## config.mk

```make
export PLATFORM = sky130hd
export DESIGN_NAME = dcdc_converter_control_regs
export DESIGN_NICKNAME = d
export VERILOG_FILES = /design/src/rtl/dcdc_ctrl_pkg.sv /design/src/rtl/dcdc_converter_control_regs.sv /design/src/rtl/converter_clock_gen.sv
export SDC_FILE = /design/constraint.sdc
export NUM_CORES = 1
export LEC_CHECK = 0
export BUFFER_PORTS_ARGS = -buffer_cell sky130_fd_sc_hd__buf_2
export CAP_MARGIN = 20
export CORE_MARGIN = 2
export CORE_UTILIZATION = 40
export DETAILED_ROUTE_END_ITERATION = 7
export SLEW_MARGIN = 5
export SYNTH_ARGS = -nofsm -noshare
export SYNTH_HDL_FRONTEND = slang
export SYNTH_HIERARCHICAL = 1
export SYNTH_SLANG_ARGS = --single-unit
```

## constraint.sdc

```tcl
create_clock -name core_clk -period 1.9 [get_ports core_clk]
set_clock_uncertainty 0.1 [all_clocks]
set_input_delay 0.095 -clock core_clk [delete_from_list [all_inputs] [get_ports core_clk]]
set_output_delay 0.095 -clock core_clk [all_outputs]
set_load 0.005 [all_outputs]
```

## src/rtl/dcdc_ctrl_pkg.sv

```systemverilog
// Package: register map, field layout, reset values and timing
// constants for the step-up converter control block.
// Assumes an 8-bit special-function-register bus clocked by core_clk.
package dcdc_ctrl_pkg;
	localparam logic [7:0] ADDR_MODE = 8'h94;
	localparam logic [7:0] ADDR_CLOCK_CONFIG = 8'h96;
	localparam logic [7:0] ADDR_CONTROL = 8'h97;
	localparam logic [7:0] RST_MODE = 8'h00;
	localparam logic [7:0] RST_CLOCK_CONFIG = 8'h00;
	localparam logic [7:0] RST_CONTROL = 8'h21;
	localparam logic [7:0] MODE_MASK = 8'h01;
	// Control register fields
	localparam int CTL_PULSE_LO = 6;
	localparam int CTL_SWSIZE = 5;
	localparam int CTL_SYNC = 3;
	localparam int CTL_VOLT_LO = 0;
	// Clock config and mode fields
	localparam int CFG_LOWPOWER = 7;
	localparam int CFG_DIV_LO = 5;
	localparam int CFG_SARINV = 4;
	localparam int CFG_SYSINV = 3;
	localparam int CFG_PEAK_LIM = 2;
	localparam int CFG_SLEEPFLOAT = 1;
	localparam int CFG_CLKSRC = 0;
	localparam int MODE_PASSIVE = 0;
	// Timing
	localparam int CLK_PERIOD_NS = 20;
	localparam int PULSE_01_NS = 20;
	localparam int PULSE_10_NS = 40;
	localparam int PULSE_11_NS = 80;
	localparam logic [2:0] PULSE_01_CYC =
		3'((PULSE_01_NS + CLK_PERIOD_NS - 1) / CLK_PERIOD_NS);
	localparam logic [2:0] PULSE_10_CYC =
		3'((PULSE_10_NS + CLK_PERIOD_NS - 1) / CLK_PERIOD_NS);
	localparam logic [2:0] PULSE_11_CYC =
		3'((PULSE_11_NS + CLK_PERIOD_NS - 1) / CLK_PERIOD_NS);
	localparam logic [1:0] DIV_BY1 = 2'h0;
	localparam logic [1:0] DIV_BY2 = 2'h1;
	localparam logic [1:0] DIV_BY2B = 2'h2;
	localparam logic [1:0] DIV_BY8 = 2'h3;

	// Minimum pulse code to core_clk cycles, zero means no minimum
	function automatic logic [2:0] min_pw_cycles(input logic [1:0] code);
		case (code)
			2'h1: min_pw_cycles = PULSE_01_CYC;
			2'h2: min_pw_cycles = PULSE_10_CYC;
			2'h3: min_pw_cycles = PULSE_11_CYC;
			default: min_pw_cycles = 3'h0;
		endcase
	endfunction : min_pw_cycles

	// Divider code to terminal count of the system clock counter
	function automatic logic [2:0] div_last(input logic [1:0] code);
		case (code)
			DIV_BY2: div_last = 3'h1;
			DIV_BY2B: div_last = 3'h1;
			DIV_BY8: div_last = 3'h7;
			default: div_last = 3'h0;
		endcase
	endfunction : div_last
endpackage : dcdc_ctrl_pkg

```

## src/rtl/dcdc_converter_control_regs.sv

```systemverilog
// Converter control register bank: three SFRs, decoded fields driven
// to the power stage and ADC, plus converter clock generation.
// Assumes single-cycle SFR read/write strobes synchronous to core_clk.
`timescale 1ns/1ns
module dcdc_converter_control_regs (
	input wire logic core_clk,
	input wire logic reset,
	input wire logic [7:0] sfr_addr,
	input wire logic sfr_wr,
	input wire logic [7:0] sfr_wdata,
	input wire logic sfr_rd,
	output logic [7:0] sfr_rdata,
	input wire logic osc_tick,
	input wire logic switch_active,
	input wire logic sleep_mode,
	output logic conv_tick,
	output logic conv_clk_inverted,
	output logic conv_clk_from_sysclk,
	output logic [1:0] min_pulse_width,
	output logic [2:0] min_pulse_cycles,
	output logic switch_size_select,
	output logic [2:0] output_voltage_select,
	output logic low_power_enable,
	output logic peak_current_threshold,
	output logic passive_diode_enable,
	output logic bypass_ctrl_enable,
	output logic converter_enable,
	output logic output_to_battery,
	output logic output_floating,
	output logic adc_sync_enable,
	output logic adc_track_allow,
	output logic sar_clock_tick,
	output logic sar_clock_invert
);
	import dcdc_ctrl_pkg::*;

	typedef struct packed {
		logic [7:0] ctl;
		logic [7:0] cfg;
		logic [7:0] mode;
		logic [7:0] rdata;
		logic [2:0] pw_cyc;
		logic diode;
		logic conv_en;
		logic to_batt;
		logic floating;
		logic track;
		logic sar_tick;
		logic sar_inv;
	} bank_state_t;

	bank_state_t cur_ff;
	bank_state_t nxt_cur;
	logic gen_tick;
	logic sync_on;

	converter_clock_gen converter_clock_gen_inst (
		.core_clk(core_clk),
		.reset(reset),
		.use_sysclk(cur_ff.cfg[CFG_CLKSRC]),
		.div_code(cur_ff.cfg[CFG_DIV_LO +: 2]),
		.invert(cur_ff.cfg[CFG_SYSINV]),
		.osc_tick(osc_tick),
		.conv_tick(gen_tick),
		.conv_inverted(conv_clk_inverted),
		.conv_from_sysclk(conv_clk_from_sysclk)
	);

	always_comb begin
		nxt_cur = cur_ff;
		sync_on = cur_ff.ctl[CTL_SYNC];
		// Register writes; bit 4 of control is stored as written
		if (sfr_wr) begin
			case (sfr_addr)
				ADDR_CONTROL: nxt_cur.ctl = sfr_wdata;
				ADDR_CLOCK_CONFIG: nxt_cur.cfg = sfr_wdata;
				ADDR_MODE: nxt_cur.mode = sfr_wdata & MODE_MASK;
				default: nxt_cur.ctl = cur_ff.ctl;
			endcase
		end
		if (sfr_rd) begin
			case (sfr_addr)
				ADDR_CONTROL: nxt_cur.rdata = cur_ff.ctl;
				ADDR_CLOCK_CONFIG: nxt_cur.rdata = cur_ff.cfg;
				ADDR_MODE: nxt_cur.rdata = cur_ff.mode;
				default: nxt_cur.rdata = 8'h00;
			endcase
		end
		nxt_cur.pw_cyc = min_pw_cycles(cur_ff.ctl[CTL_PULSE_LO +: 2]);
		nxt_cur.diode = cur_ff.mode[MODE_PASSIVE];
		// Sleep turns the converter off and picks the output connection
		nxt_cur.conv_en = !sleep_mode;
		nxt_cur.to_batt = sleep_mode && !cur_ff.cfg[CFG_SLEEPFLOAT];
		nxt_cur.floating = sleep_mode && cur_ff.cfg[CFG_SLEEPFLOAT];
		// Tracking held off while the switch conducts, only under sync
		nxt_cur.track = !sync_on || !switch_active;
		nxt_cur.sar_tick = sync_on && gen_tick;
		nxt_cur.sar_inv = sync_on && !cur_ff.cfg[CFG_SARINV];
	end

	always_ff @(posedge core_clk) begin
		if (reset) begin
			cur_ff <= '0;
			cur_ff.ctl <= RST_CONTROL;
			cur_ff.cfg <= RST_CLOCK_CONFIG;
			cur_ff.mode <= RST_MODE;
			cur_ff.conv_en <= 1'b1;
			cur_ff.track <= 1'b1;
		end else begin
			cur_ff <= nxt_cur;
		end
	end

	assign sfr_rdata = cur_ff.rdata;
	assign conv_tick = gen_tick;
	assign min_pulse_width = cur_ff.ctl[CTL_PULSE_LO +: 2];
	assign min_pulse_cycles = cur_ff.pw_cyc;
	assign switch_size_select = cur_ff.ctl[CTL_SWSIZE];
	assign output_voltage_select = cur_ff.ctl[CTL_VOLT_LO +: 3];
	assign low_power_enable = cur_ff.cfg[CFG_LOWPOWER];
	assign peak_current_threshold = cur_ff.cfg[CFG_PEAK_LIM];
	assign passive_diode_enable = cur_ff.diode;
	assign bypass_ctrl_enable = !cur_ff.diode;
	assign converter_enable = cur_ff.conv_en;
	assign output_to_battery = cur_ff.to_batt;
	assign output_floating = cur_ff.floating;
	assign adc_sync_enable = cur_ff.ctl[CTL_SYNC];
	assign adc_track_allow = cur_ff.track;
	assign sar_clock_tick = cur_ff.sar_tick;
	assign sar_clock_invert = cur_ff.sar_inv;

	// Address decode shared by the checker sequences
	function automatic logic is_mapped(input logic [7:0] addr);
		is_mapped = (addr == ADDR_CONTROL) || (addr == ADDR_CLOCK_CONFIG)
			|| (addr == ADDR_MODE);
	endfunction : is_mapped
endmodule : dcdc_converter_control_regs

```

## src/rtl/converter_clock_gen.sv

```systemverilog
// Converter clock selection, division and inversion.
// Assumes osc_tick is a one-cycle pulse per local oscillator period,
// synchronous to core_clk, which is also the system clock.
`timescale 1ns/1ns
module converter_clock_gen (
	input wire logic core_clk,
	input wire logic reset,
	input wire logic use_sysclk,
	input wire logic [1:0] div_code,
	input wire logic invert,
	input wire logic osc_tick,
	output logic conv_tick,
	output logic conv_inverted,
	output logic conv_from_sysclk
);
	import dcdc_ctrl_pkg::*;

	typedef struct packed {
		logic [2:0] cnt;
		logic sel;
		logic [1:0] div;
		logic inv;
		logic tick;
	} gen_state_t;

	gen_state_t cur_ff;
	gen_state_t nxt_cur;
	logic boundary;

	always_comb begin
		nxt_cur = cur_ff;
		// Cycle end of whichever source is active
		boundary = cur_ff.sel ? (cur_ff.cnt == div_last(cur_ff.div))
			: osc_tick;
		nxt_cur.tick = boundary;
		nxt_cur.cnt = cur_ff.cnt + 3'h1;
		if (boundary) begin
			// Settings adopted only at a period end, so no runt pulse
			nxt_cur.cnt = 3'h0;
			nxt_cur.sel = use_sysclk;
			nxt_cur.div = div_code;
			nxt_cur.inv = invert;
		end
	end

	always_ff @(posedge core_clk) begin
		if (reset) begin
			cur_ff <= '0;
		end else begin
			cur_ff <= nxt_cur;
		end
	end

	assign conv_tick = cur_ff.tick;
	assign conv_inverted = cur_ff.inv;
	assign conv_from_sysclk = cur_ff.sel;
endmodule : converter_clock_gen

```

Word level (Yosys, flattened, before mapping)
Cells that the tools add are included.
{ "classes": {"n_mux": 4, "magnitude_cmp": 0, "add_sub_neg": 1, "shift": 0, "bitwise_logic": 0, "n_reduce_logical": 16, "div_mod_pow": 0, "multipliers": 0, "eq_ne": 10} }
{ "ops": {"columns": ["op", "n"], "rows": [
  ["equality test 8 bit (second input constant)", 3],
  ["one-hot mux 8 bit (3 select lines)", 1],
  ["one-hot mux 3 bit (3 select lines)", 1],
  ["equality test 2 bit (second input constant)", 4],
  ["zero test 1 bit", 6],
  ["one-hot mux 3 bit (2 select lines)", 1],
  ["AND reduction 2 bit", 3],
  ["equality test 2 x 1 -> 1 bit (second input constant)", 2],
  ["logical AND 1 bit", 4],
  ["OR reduction 2 bit", 2],
  ["adder 3 x 1 -> 3 bit (second input constant)", 1],
  ["equality test 3 bit", 1],
  ["logical OR 1 bit", 1],
  ["2-to-1 mux 1 bit", 1]
]} }
{ "totals": {"romBits": 0, "input_bits": 23, "ram_bits": 0, "regBits": 43, "latchBits": 0, "memories": 0, "output_inout_bits": 31} }

Logic depth before layout (Yosys ltp)
Gate-level depths: netlist of the first run.
{ "logic_depth": {"word_depth": 6, "ltp_mapped": 5, "depth_no_buf": 4} }

Cells and area by module
Netlist of the first run, hierarchy kept.
{ "by_module_without_submodules": {"columns": ["mod", "area_each_um2", "cells_each", "instances", "seq_area_each_um2"], "rows": [
  ["dcdc_converter_control_regs", 1597.8, 160, 1, 700.7],
  ["converter_clock_gen", 362.8, 36, 1, 160.2]
]} }

Least setup slack after synthesis of the first run
Ideal clock, no wire load.
{ "synth_timing": {"kind": "register to register", "from": "register converter_clock_gen_inst.cur_ff, in the netlist converter_clock_gen_inst/conv_from_sysclk", "to": "register converter_clock_gen_inst/cur_ff[6] in the netlist's numbering", "stages_incl_launch_ff": 5, "slack_ns": 0.202, "t_required_ns": 1.685, "t_arrival_ns": 1.483, "period_less_slack_ns": 1.698, "path_cell_list": "dfxtp_1 > or3b_1 > a2111oi_4 > nor3_2 > and3_1"} }
{ "synth_between": {"elab_chain_cells": 2} }
{ "synth_rtl": {"columns": ["item", "line", "source"], "rows": [
  ["from (decl)", "converter_clock_gen.sv:26", "gen_state_t cur_ff;"],
  ["from (signal assigned)", "converter_clock_gen.sv:50", "cur_ff <= nxt_cur;"],
  ["2-to-1 mux 1 bit", "converter_clock_gen.sv:33", "boundary = cur_ff.sel ? (cur_ff.cnt == div_last(cur_ff.div))"],
  ["OR reduction 2 bit (no source line)", null, null]
]} }
No other way between the ends.
A chain may end at the register's enable or synchronous reset.

Final worst setup path of the first run
Ends and elaborated chain as after synthesis.

==> impl_metrics.toml, run 1 <==
[outcome]
status = "completed"

[sta]
report.final.slew_viol_count = 0
relSlewSlack_pct = 67.79
fmaxAchievable_mhz = 558.0
finalSetupViolCount = 0
fin_setup_tns_ps = 0
whs_ps = 26.91
rsz0062_at_grt = "no"
hold_viol = 0
layout_min_cycle_time_ps = 1792
worst_pin_slew_ps = 480.6
finalCritPeriodShare_pct = 94.33
worst_slack_ps = 107.8

[logic_synthesis]
synth_cell_type_count = 37
syn_inst = 196
yosysTopAreaCellShare_pct = 43.91
synthFlopType = "dfxtp_1"
syn-cell-area_um2 = 1961
avgSynthCellArea_um2 = 10.00
synth_top_cells_by_count = "dfxtp_1 (43), nand2b_1 (31), mux2i_1 (21)"
synth.largest_area_cell = "dfxtp_1"
synth_edf_count = 0
synth_seq_area_share_pct = 43.91
syn_nets = 220
yosysMostFrequentCell = "dfxtp_1"
synthTopCellsByArea = "dfxtp_1 (44%), mux2i_1 (11%), nand2b_1 (9.9%)"
synth.ff_latch_count = 43
yosys_warnings = 6
synthArstFlopShare_pct = 0

[drt]
wl_um = 3771
drcViolationCount = 0
postRouteAntennaNets = 0
drt_iter0_drc = 72
vias = 1418
wl_per_cell_um = 12.20
viasPerCell = 4.589
dr.pass1.iters = 4

[worst_setup_path]
crit_end = "converter_clock_gen_inst/cur_ff[6]"
reg2reg_setup_slack_ps = 110
critPathLaunch = "converter_clock_gen_inst/conv_from_sysclk"
reg2reg_to = "converter_clock_gen_inst/cur_ff[6]"
worstPathMaxFanout = 6
cp-start-kind = "flop"
crit_arrival_ps = 1890
r2r_start = "converter_clock_gen_inst/conv_from_sysclk"
worstSetupEndpointType = "flop"
critical_path_class = "flop to flop"
critPathRequiredTime_ps = 2000
rr_worst_depth = 4

[cells_and_area]
drive_above_1_share_pct = 30.58
post-route-util_pct = 49.01
area_growth_pct = 18.06
final_nets = 266
multi_input_area_um2 = 875.8
n_fill_cell = 461
n_antenna_cell = 0
seq_area_um2 = 860.8

[global_route]
grt_usage_pct = 14.59
grt_overflow = 0
grt_pass1_wl_um = 5968
grt_pass1_vias = 1284
antenna_found_initial = 0
grt_start_max_net_pins = 41

[run]
maxCapViolations = 0

[power_and_ir_drop]
combinationalPowerShare_pct = 7.0
p_sw_share_pct = 22.47
switching_power_uw = 363.0
pwr-share-clk_pct = 36.7
sequentialPowerShare_pct = 56.4
power.density_nw_per_um2 = 697.8
vdd_drop_max_v = 0.0003218
leakage_nw = 1.062
power.internal_mw = 1.252
power_mw = 1.615

[die]
ios = 54
initial_core_util_pct = 41.51
die_h_um = 74.01
core_area_um2 = 4723
dieWidth_um = 74.01
dieArea_um2 = 5477
rows = 25

[clocking]
cts_made_buffers = 5
cts_max_level = 2
cts_root_buffer = "clkbuf_8"
clock_sinks = 43
clk_pin_slew_ps = 80
cts_tree = "built"
ctsResizeCount = 0
clk_latency_ps = 300
cts.path.max_buffers = 2

[placed_design]
io_buffers = 53
place_ws_ps = 116.1
dpl.hpwl_um = 2642
place_congestion = 0.7540

[worst_hold_path]
hp-class = "primary input to flop"
[worst max-delay path, cell delays in order, from the launching register on]
cell and delay (ps):
dfxtp_1 400, or3b_1 410, a2111oi_4 400, nor3_2 170, and3_1 210
[timing repair]
| action | 4_1_cts | 5_1_grt |
|---|---|---|
| hold buffers | 9 | 1 |
| setup buffers | 0 | 0 |
| hold endpoints to repair | 18 | 2 |
[per-layer routing]
layer  track usage, %  vias up  part of all wire, %
li1                 -      740                    -
met1            18.95      640                   50
met2            22.52       32                   44
met3            5.014        6                  5.4
met4            5.455        0                  1.5
met5                0        -                    0
[cells by family after synthesis]
group / share of synthesized area [%]
and+or+nand+nor: 23.61
DFF: 43.91
buffers and inverters: 11.42
muxes: 14.74
AOI/OAI and AO/OA: 5.234
xor gates and xnor gates: 0.4468
adders and majority gates: 0.6381
[final cells by class]
class                      count  area share, %
multi-input combinational    120          37.84
sequential                    43          37.19
timing repair buffer          65          16.43
tap                           67          3.622
clock buffer                   6          3.568
inverter                       7          1.135
clock inverter                 1         0.2162
[worst min path at each step]
stage             startpoint                                  to  slack (ps)  cells past startpoint
4_1_cts         sfr_wdata[6]                          cur_ff[32]           1                      3
3_5_place_dp   switch_active                     adc_track_allow         190                      2
2_1_floorplan          reset  converter_clock_gen_inst/conv_tick          70                      1
6_report            osc_tick  converter_clock_gen_inst/cur_ff[5]          30                      3
5_1_grt             osc_tick  converter_clock_gen_inst/cur_ff[5]          50                      3
3_3_place_gp   switch_active                     adc_track_allow         190                      2
[flip-flops by register name, summed over array words and instances (netlist names), 2 cells and up]
register and count:
converter_clock_gen_inst/cur_ff 5, cur_ff 8, min_pulse_cycles 3, min_pulse_width 2, output_voltage_select 3, sfr_rdata 8
[through the flow]
step / cell area (um^2) / instances
5_1_grt: 2315 / 309
3_3_place_gp: 2127 / 292
2_1_floorplan: 1961 / 196
6_report: 2315 / 309
4_1_cts: 2305 / 308
3_5_place_dp: 2127 / 292
[cells in the final DEF, fill, tap and decap left out, types with 2 or more instances in the layout]
cell type	instances
a21oi_1	8
and3_1	2
buf_2	53
buf_4	2
clkbuf_8	6
dfxtp_1	43
dlygate4sd3_1	10
inv_1	6
mux2_2	7
mux2i_1	21
nand2_1	6
nand2b_1	31
nand3_1	5
nand4_1	7
nor2_1	13
[power groups by stage]
stage | Clock, mW | Combinational, mW | Sequential, mW
floorplan | 0 | 0.0579 | 0.932
global placement | 0 | 0.0978 | 0.932
detailed placement | 0 | 0.0982 | 0.932
CTS | 0.606 | 0.112 | 0.910
global route | 0.650 | 0.125 | 0.911
finish | 0.593 | 0.112 | 0.910
(Power assumes the default switching activity.)
==> run 2: changes to the inputs <==
GPL_TIMING_DRIVEN = 0   (was default)
==> run 2 against run 1 <==
Against the previous run:
- count of clock-buffer cells in the layout did not move
- non-clock buffer count rose by 24
- cell area rose by 9.2%
- via count rose by 3.9%
- final cell count rose by 8.1%
==> impl_metrics.toml, run 2 (synthesis gave the netlist of run 1 again) <==
[clocking]
clock_sinks = 43
cts_tree = "built"
postCtsSetupBuffers = 0
cts_root_buffer = "clkbuf_8"
clk_pin_slew_ps = 80
cts_max_level = 2
cts.path.max_buffers = 2
clk_latency_ps = 290
cts_made_buffers = 5
ctsResizeCount = 0

[cells_and_area]
area_growth_pct = 28.91
drive_above_1_share_pct = 35.21
n_antenna_cell = 0
layout_commonest_cell = "buf_2"
fin_cells = 334
final_cell_mix = "buf_2 (54), dfxtp_1 (43), nand2b_1 (31)"
final_nets = 290

[sta]
finalSetupViolCount = 0
fmaxAchievable_mhz = 556.7
layout_min_cycle_time_ps = 1796
hold_viol = 0
finalCritPeriodShare_pct = 94.54
worst_slack_ps = 103.8
relSlewSlack_pct = 65.46
report.final.slew_viol_count = 0
worst_pin_slew_ps = 515.2
fin_setup_tns_ps = 0
rsz0062_at_grt = "no"

[global_route]
grt_pass1_wl_um = 6492
grt_pass1_vias = 1373
grt_overflow = 0
grt_usage_pct = 15.70
grt_start_max_net_pins = 14
antenna_found_initial = 0

[drt]
viasPerCell = 4.410
drcViolationCount = 0
vias = 1473
postRouteAntennaNets = 0
wl_um = 4064
dr.pass1.iters = 4
wl_per_cell_um = 12.17
drt_iter0_drc = 28

[worst_setup_path]
crit_arrival_ps = 1890
worstPathMaxFanout = 6
cp_cell_sequence = "or3b_1 > a2111oi_4 > nor3_2 > and3_1"
critPathRequiredTime_ps = 1990
reg2reg_setup_slack_ps = 100
cpMaxStageDelayCell = "dfxtp_1"
critical_path_class = "flop to flop"
max_stage_delay_ps = 410
worstSetupEndpointType = "flop"
cp-start-kind = "flop"

[die]
dieArea_um2 = 5477
ios = 54
die_h_um = 74.01
core_area_um2 = 4723
dieWidth_um = 74.01
initial_core_util_pct = 41.51
rows = 25

[power_and_ir_drop]
power_mw = 1.770
power.internal_mw = 1.396
sequentialPowerShare_pct = 51.4
combinationalPowerShare_pct = 6.8
p_sw_share_pct = 21.13
pwr-share-clk_pct = 41.7
power.density_nw_per_um2 = 700.2
vdd_drop_max_v = 0.0003892
leakage_nw = 1.188
switching_power_uw = 373.9

[placed_design]
io_buffers = 53
place_congestion = 0.7467
place_ws_ps = 104.6
dpl.hpwl_um = 2892
place_inst = 316

[worst_hold_path]
hp-class = "primary input to flop"

[outcome]
status = "completed"

[run]
maxCapViolations = 0
run 2: changes by cell type in the layout (fill, tap and decap cells not counted), sizes merged:
| cell | before | now |
|---|---|---|
| buf | 55 | 74 |
| bufinv | 0 | 1 |
| clkbuf | 6 | 11 |
run 2: routing by layer:
metal / wire length (um) / vias up / track usage [%]
li1: - / 795 / -
met1: 2032 / 643 / 21.50
met2: 1824 / 30 / 23.91
met3: 161 / 5 / 4.336
met4: 45 / 0 / 5.455
met5: 0 / - / 0
run 2: worst paths after layout:
| check | from | to | cells after the start |
|---|---|---|---|
| max | converter_clock_gen_inst/conv_from_sysclk | converter_clock_gen_inst/cur_ff[6] | 4 |
| min | sfr_wdata[6] | cur_ff[32] | 3 |
| max reg2reg | converter_clock_gen_inst/conv_from_sysclk | converter_clock_gen_inst/cur_ff[6] | 4 |
| min reg2reg | converter_clock_gen_inst/conv_tick | sar_clock_tick | 2 |
run 2: area by class of cell:
cell class,count,area (um^2)
fillers,453,2196
multi-input cells,120,875.8
flip-flops and latches,43,860.8
repair buffers,63,365.4
plain buffers,26,197.7
well taps,67,83.83
clock buffers,6,82.58
clock inverters,2,35.03
inverters,7,26.28
run 2: metrics by stage:
step	hold slack [ps]	area [um^2]	util, %
6_report	10.97	2527	53.51
5_1_grt	11.20	2527	53.51
4_1_cts	6.468	2527	53.51
3_5_place_dp	193.2	2310	48.90
3_3_place_gp	186.1	2310	48.90
2_1_floorplan	67.38	1961	-
run 2: timing repair:
item	CTS	global route
endpoints found under the hold margin	21	0
hold buffers	10	0
setup endpoints to repair	0	0
run 2: power by group through the flow:
stage,combinational (mW),clock (mW),sequential [mW]
after global routing,0.133,0.798,0.911
after detailed placement,0.106,0,0.932
after CTS,0.122,0.766,0.911
final,0.121,0.739,0.910
after global placement,0.106,0,0.932
after floorplan,0.0579,0,0.932
run 2: critical path: cells and delay by family (launching register included):
family           cells  cell delay [ps]
flip-flops           1              410
AO/OA/AOI/OAI        1              400
AND/OR/NAND/NOR      3              790
==> run 3: changes to the inputs <==
--- a/constraint.sdc
+++ b/constraint.sdc
@@ -3,3 +3,3 @@
 set_input_delay 0.095 -clock core_clk [delete_from_list [all_inputs] [get_ports core_clk]]
 set_output_delay 0.095 -clock core_clk [all_outputs]
-set_load 0.005 [all_outputs]
+set_load 0.05 [all_outputs]
==> run 3 against run 2 <==
Against the previous run:
- final cell count unchanged
- routed wire length decreased by 2.3%
- power decreased by 11%
- worst hold slack got worse by 6.0 ps
- worst setup slack improved by 34 ps
- global-route usage decreased by 0.67 points
- non-clock buffer count unchanged
- critical endpoint unchanged
- highest routed layer unchanged
==> impl_metrics.toml, run 3 (synthesis gave the netlist of run 1 again) <==
[drt]
wl_um = 3969
drcViolationCount = 0
viasPerCell = 4.464
wl_per_cell_um = 11.88
postRouteAntennaNets = 0
vias = 1491
dr.pass1.iters = 4
drt_iter0_drc = 47

[cells_and_area]
final_cell_mix = "buf_2 (54), dfxtp_1 (42), nand2b_1 (31)"
fin_cells = 334
drive_above_1_share_pct = 34.83
n_antenna_cell = 0
seq_area_um2 = 862.1
multi_input_area_um2 = 875.8
area_growth_pct = 27.12
final_area_um2 = 2492
layout_commonest_cell = "buf_2"
final_nets = 290
n_fill_cell = 445

[worst_setup_path]
r2r_start = "converter_clock_gen_inst/cur_ff[2]"
reg2reg_to = "converter_clock_gen_inst/cur_ff[6]"
cp_num_buf_inv = 0
cpMaxStageDelayCell = "or3b_1"
crit_arrival_ps = 1840
max_stage_delay_ps = 430
rr_worst_depth = 4
critical_path_class = "flop to flop"
cp_cell_sequence = "or3b_1 > a2111oi_4 > nor3_2 > and3_1"
path_delay_family = "simple AND/OR/NAND/NOR gates"
worstSetupEndpointType = "flop"
cp-start-kind = "flop"
critPathRequiredTime_ps = 1980
worstPathMaxFanout = 6
reg2reg_setup_slack_ps = 140

[sta]
finalCritPeriodShare_pct = 92.75
hold_viol = 0
fin_setup_tns_ps = 0
finalSetupViolCount = 0
rsz0062_at_grt = "no"
worst_pin_slew_ps = 492.4
report.final.slew_viol_count = 0
worst_slack_ps = 137.7
whs_ps = 4.964
layout_min_cycle_time_ps = 1762
relSlewSlack_pct = 67.00
fmaxAchievable_mhz = 567.4

[clocking]
clk_latency_ps = 280
clk_pin_slew_ps = 70
cts_tree = "built"
postCtsSetupBuffers = 0
cts_max_level = 2
cts_made_buffers = 5
clock_sinks = 43
cts_root_buffer = "clkbuf_8"
cts.path.max_buffers = 2

[placed_design]
place_inst = 316
place_ws_ps = 145.3
place_area_um2 = 2311
place_congestion = 0.7093
dpl.hpwl_um = 2888
io_buffers = 53

[worst_hold_path]
hold-path-endpoint = "cur_ff[32]"
hp-class = "primary input to flop"
worstHoldPathCells = 3
hp-start = "sfr_wdata[6]"

[die]
core_area_um2 = 4723
ios = 54
initial_core_util_pct = 41.51
die_h_um = 74.01
dieArea_um2 = 5477
dieWidth_um = 74.01
rows = 25

[power_and_ir_drop]
power.internal_mw = 1.228
leakage_nw = 1.169
pwr-share-clk_pct = 34.0
p_sw_share_pct = 22.36
power.density_nw_per_um2 = 634.8
sequentialPowerShare_pct = 57.5
switching_power_uw = 353.7
combinationalPowerShare_pct = 8.4
vdd_drop_max_v = 0.0004082

[global_route]
use_met1_pct = 20.20
antenna_found_initial = 0
grt_use_met3_pct = 3.659
grt_overflow = 0
grt_pass1_vias = 1331
busiest_layer = "met2"
grt_pass1_wl_um = 6196
grt_start_max_net_pins = 13
grt_usage_pct = 15.03
use_met2_pct = 23.61

[run]
maxCapViolations = 0

[outcome]
status = "completed"
## run 3: changes by cell type in the layout (fill, tap and decap cells not counted), sizes merged
cell and change:
bufinv -1, clkbuf +1
## run 3: layout make-up
cell class | count | share of cell area [%]
plain buffers | 26 | 7.932
clock inverters | 1 | 0.2008
inverters | 7 | 1.054
clock buffers | 7 | 3.062
flip-flops and latches | 43 | 34.59
multi-input cells | 120 | 35.14
well taps | 67 | 3.363
repair buffers | 63 | 14.66
## run 3: worst max-delay path by stage
stage	startpoint	to	slack, ps	cells past startpoint
floorplan	converter_clock_gen_inst/conv_from_sysclk	converter_clock_gen_inst/cur_ff[6]	60	4
global placement	converter_clock_gen_inst/conv_from_sysclk	converter_clock_gen_inst/cur_ff[6]	140	4
detailed placement	converter_clock_gen_inst/conv_from_sysclk	converter_clock_gen_inst/cur_ff[6]	150	4
CTS	converter_clock_gen_inst/conv_from_sysclk	converter_clock_gen_inst/cur_ff[6]	120	4
global route	converter_clock_gen_inst/cur_ff[2]	converter_clock_gen_inst/cur_ff[6]	50	4
finish	converter_clock_gen_inst/cur_ff[2]	converter_clock_gen_inst/cur_ff[6]	140	4
## run 3: power by group through the flow
stage	logic [mW]	registers [mW]	clock network (mW)
after global placement	0.119	0.932	0
after global routing	0.146	0.911	0.608
after detailed placement	0.119	0.932	0
after floorplan	0.0587	0.944	0
after CTS	0.135	0.910	0.576
final	0.133	0.910	0.539
## run 3: metrics by stage
stage,utilization (%),total power [mW]
after global placement,48.93,1.050
after global routing,52.77,1.665
after CTS,52.77,1.621
after floorplan,-,1.003
final,52.77,1.582
after detailed placement,48.93,1.051
## run 3: what timing repair did
action | in CTS | in global routing
gates resized for setup | 0 | 0
hold buffers | 10 | 0
hold endpoints to repair | 18 | 0
## run 3: worst register-to-register path, cell delays in order (launching register included)
cell,delay (ps)
dfxtp_1,350
or3b_1,430
a2111oi_4,410
nor3_2,170
and3_1,210
## run 3: per-layer routing
metal / up-vias / wire [um] / part of all wire [%]
met5: - / 0 / 0
met1: 665 / 1979 / 50
met4: 0 / 28 / 0.71
met2: 31 / 1793 / 45
met3: 2 / 167 / 4.2
li1: 793 / - / -
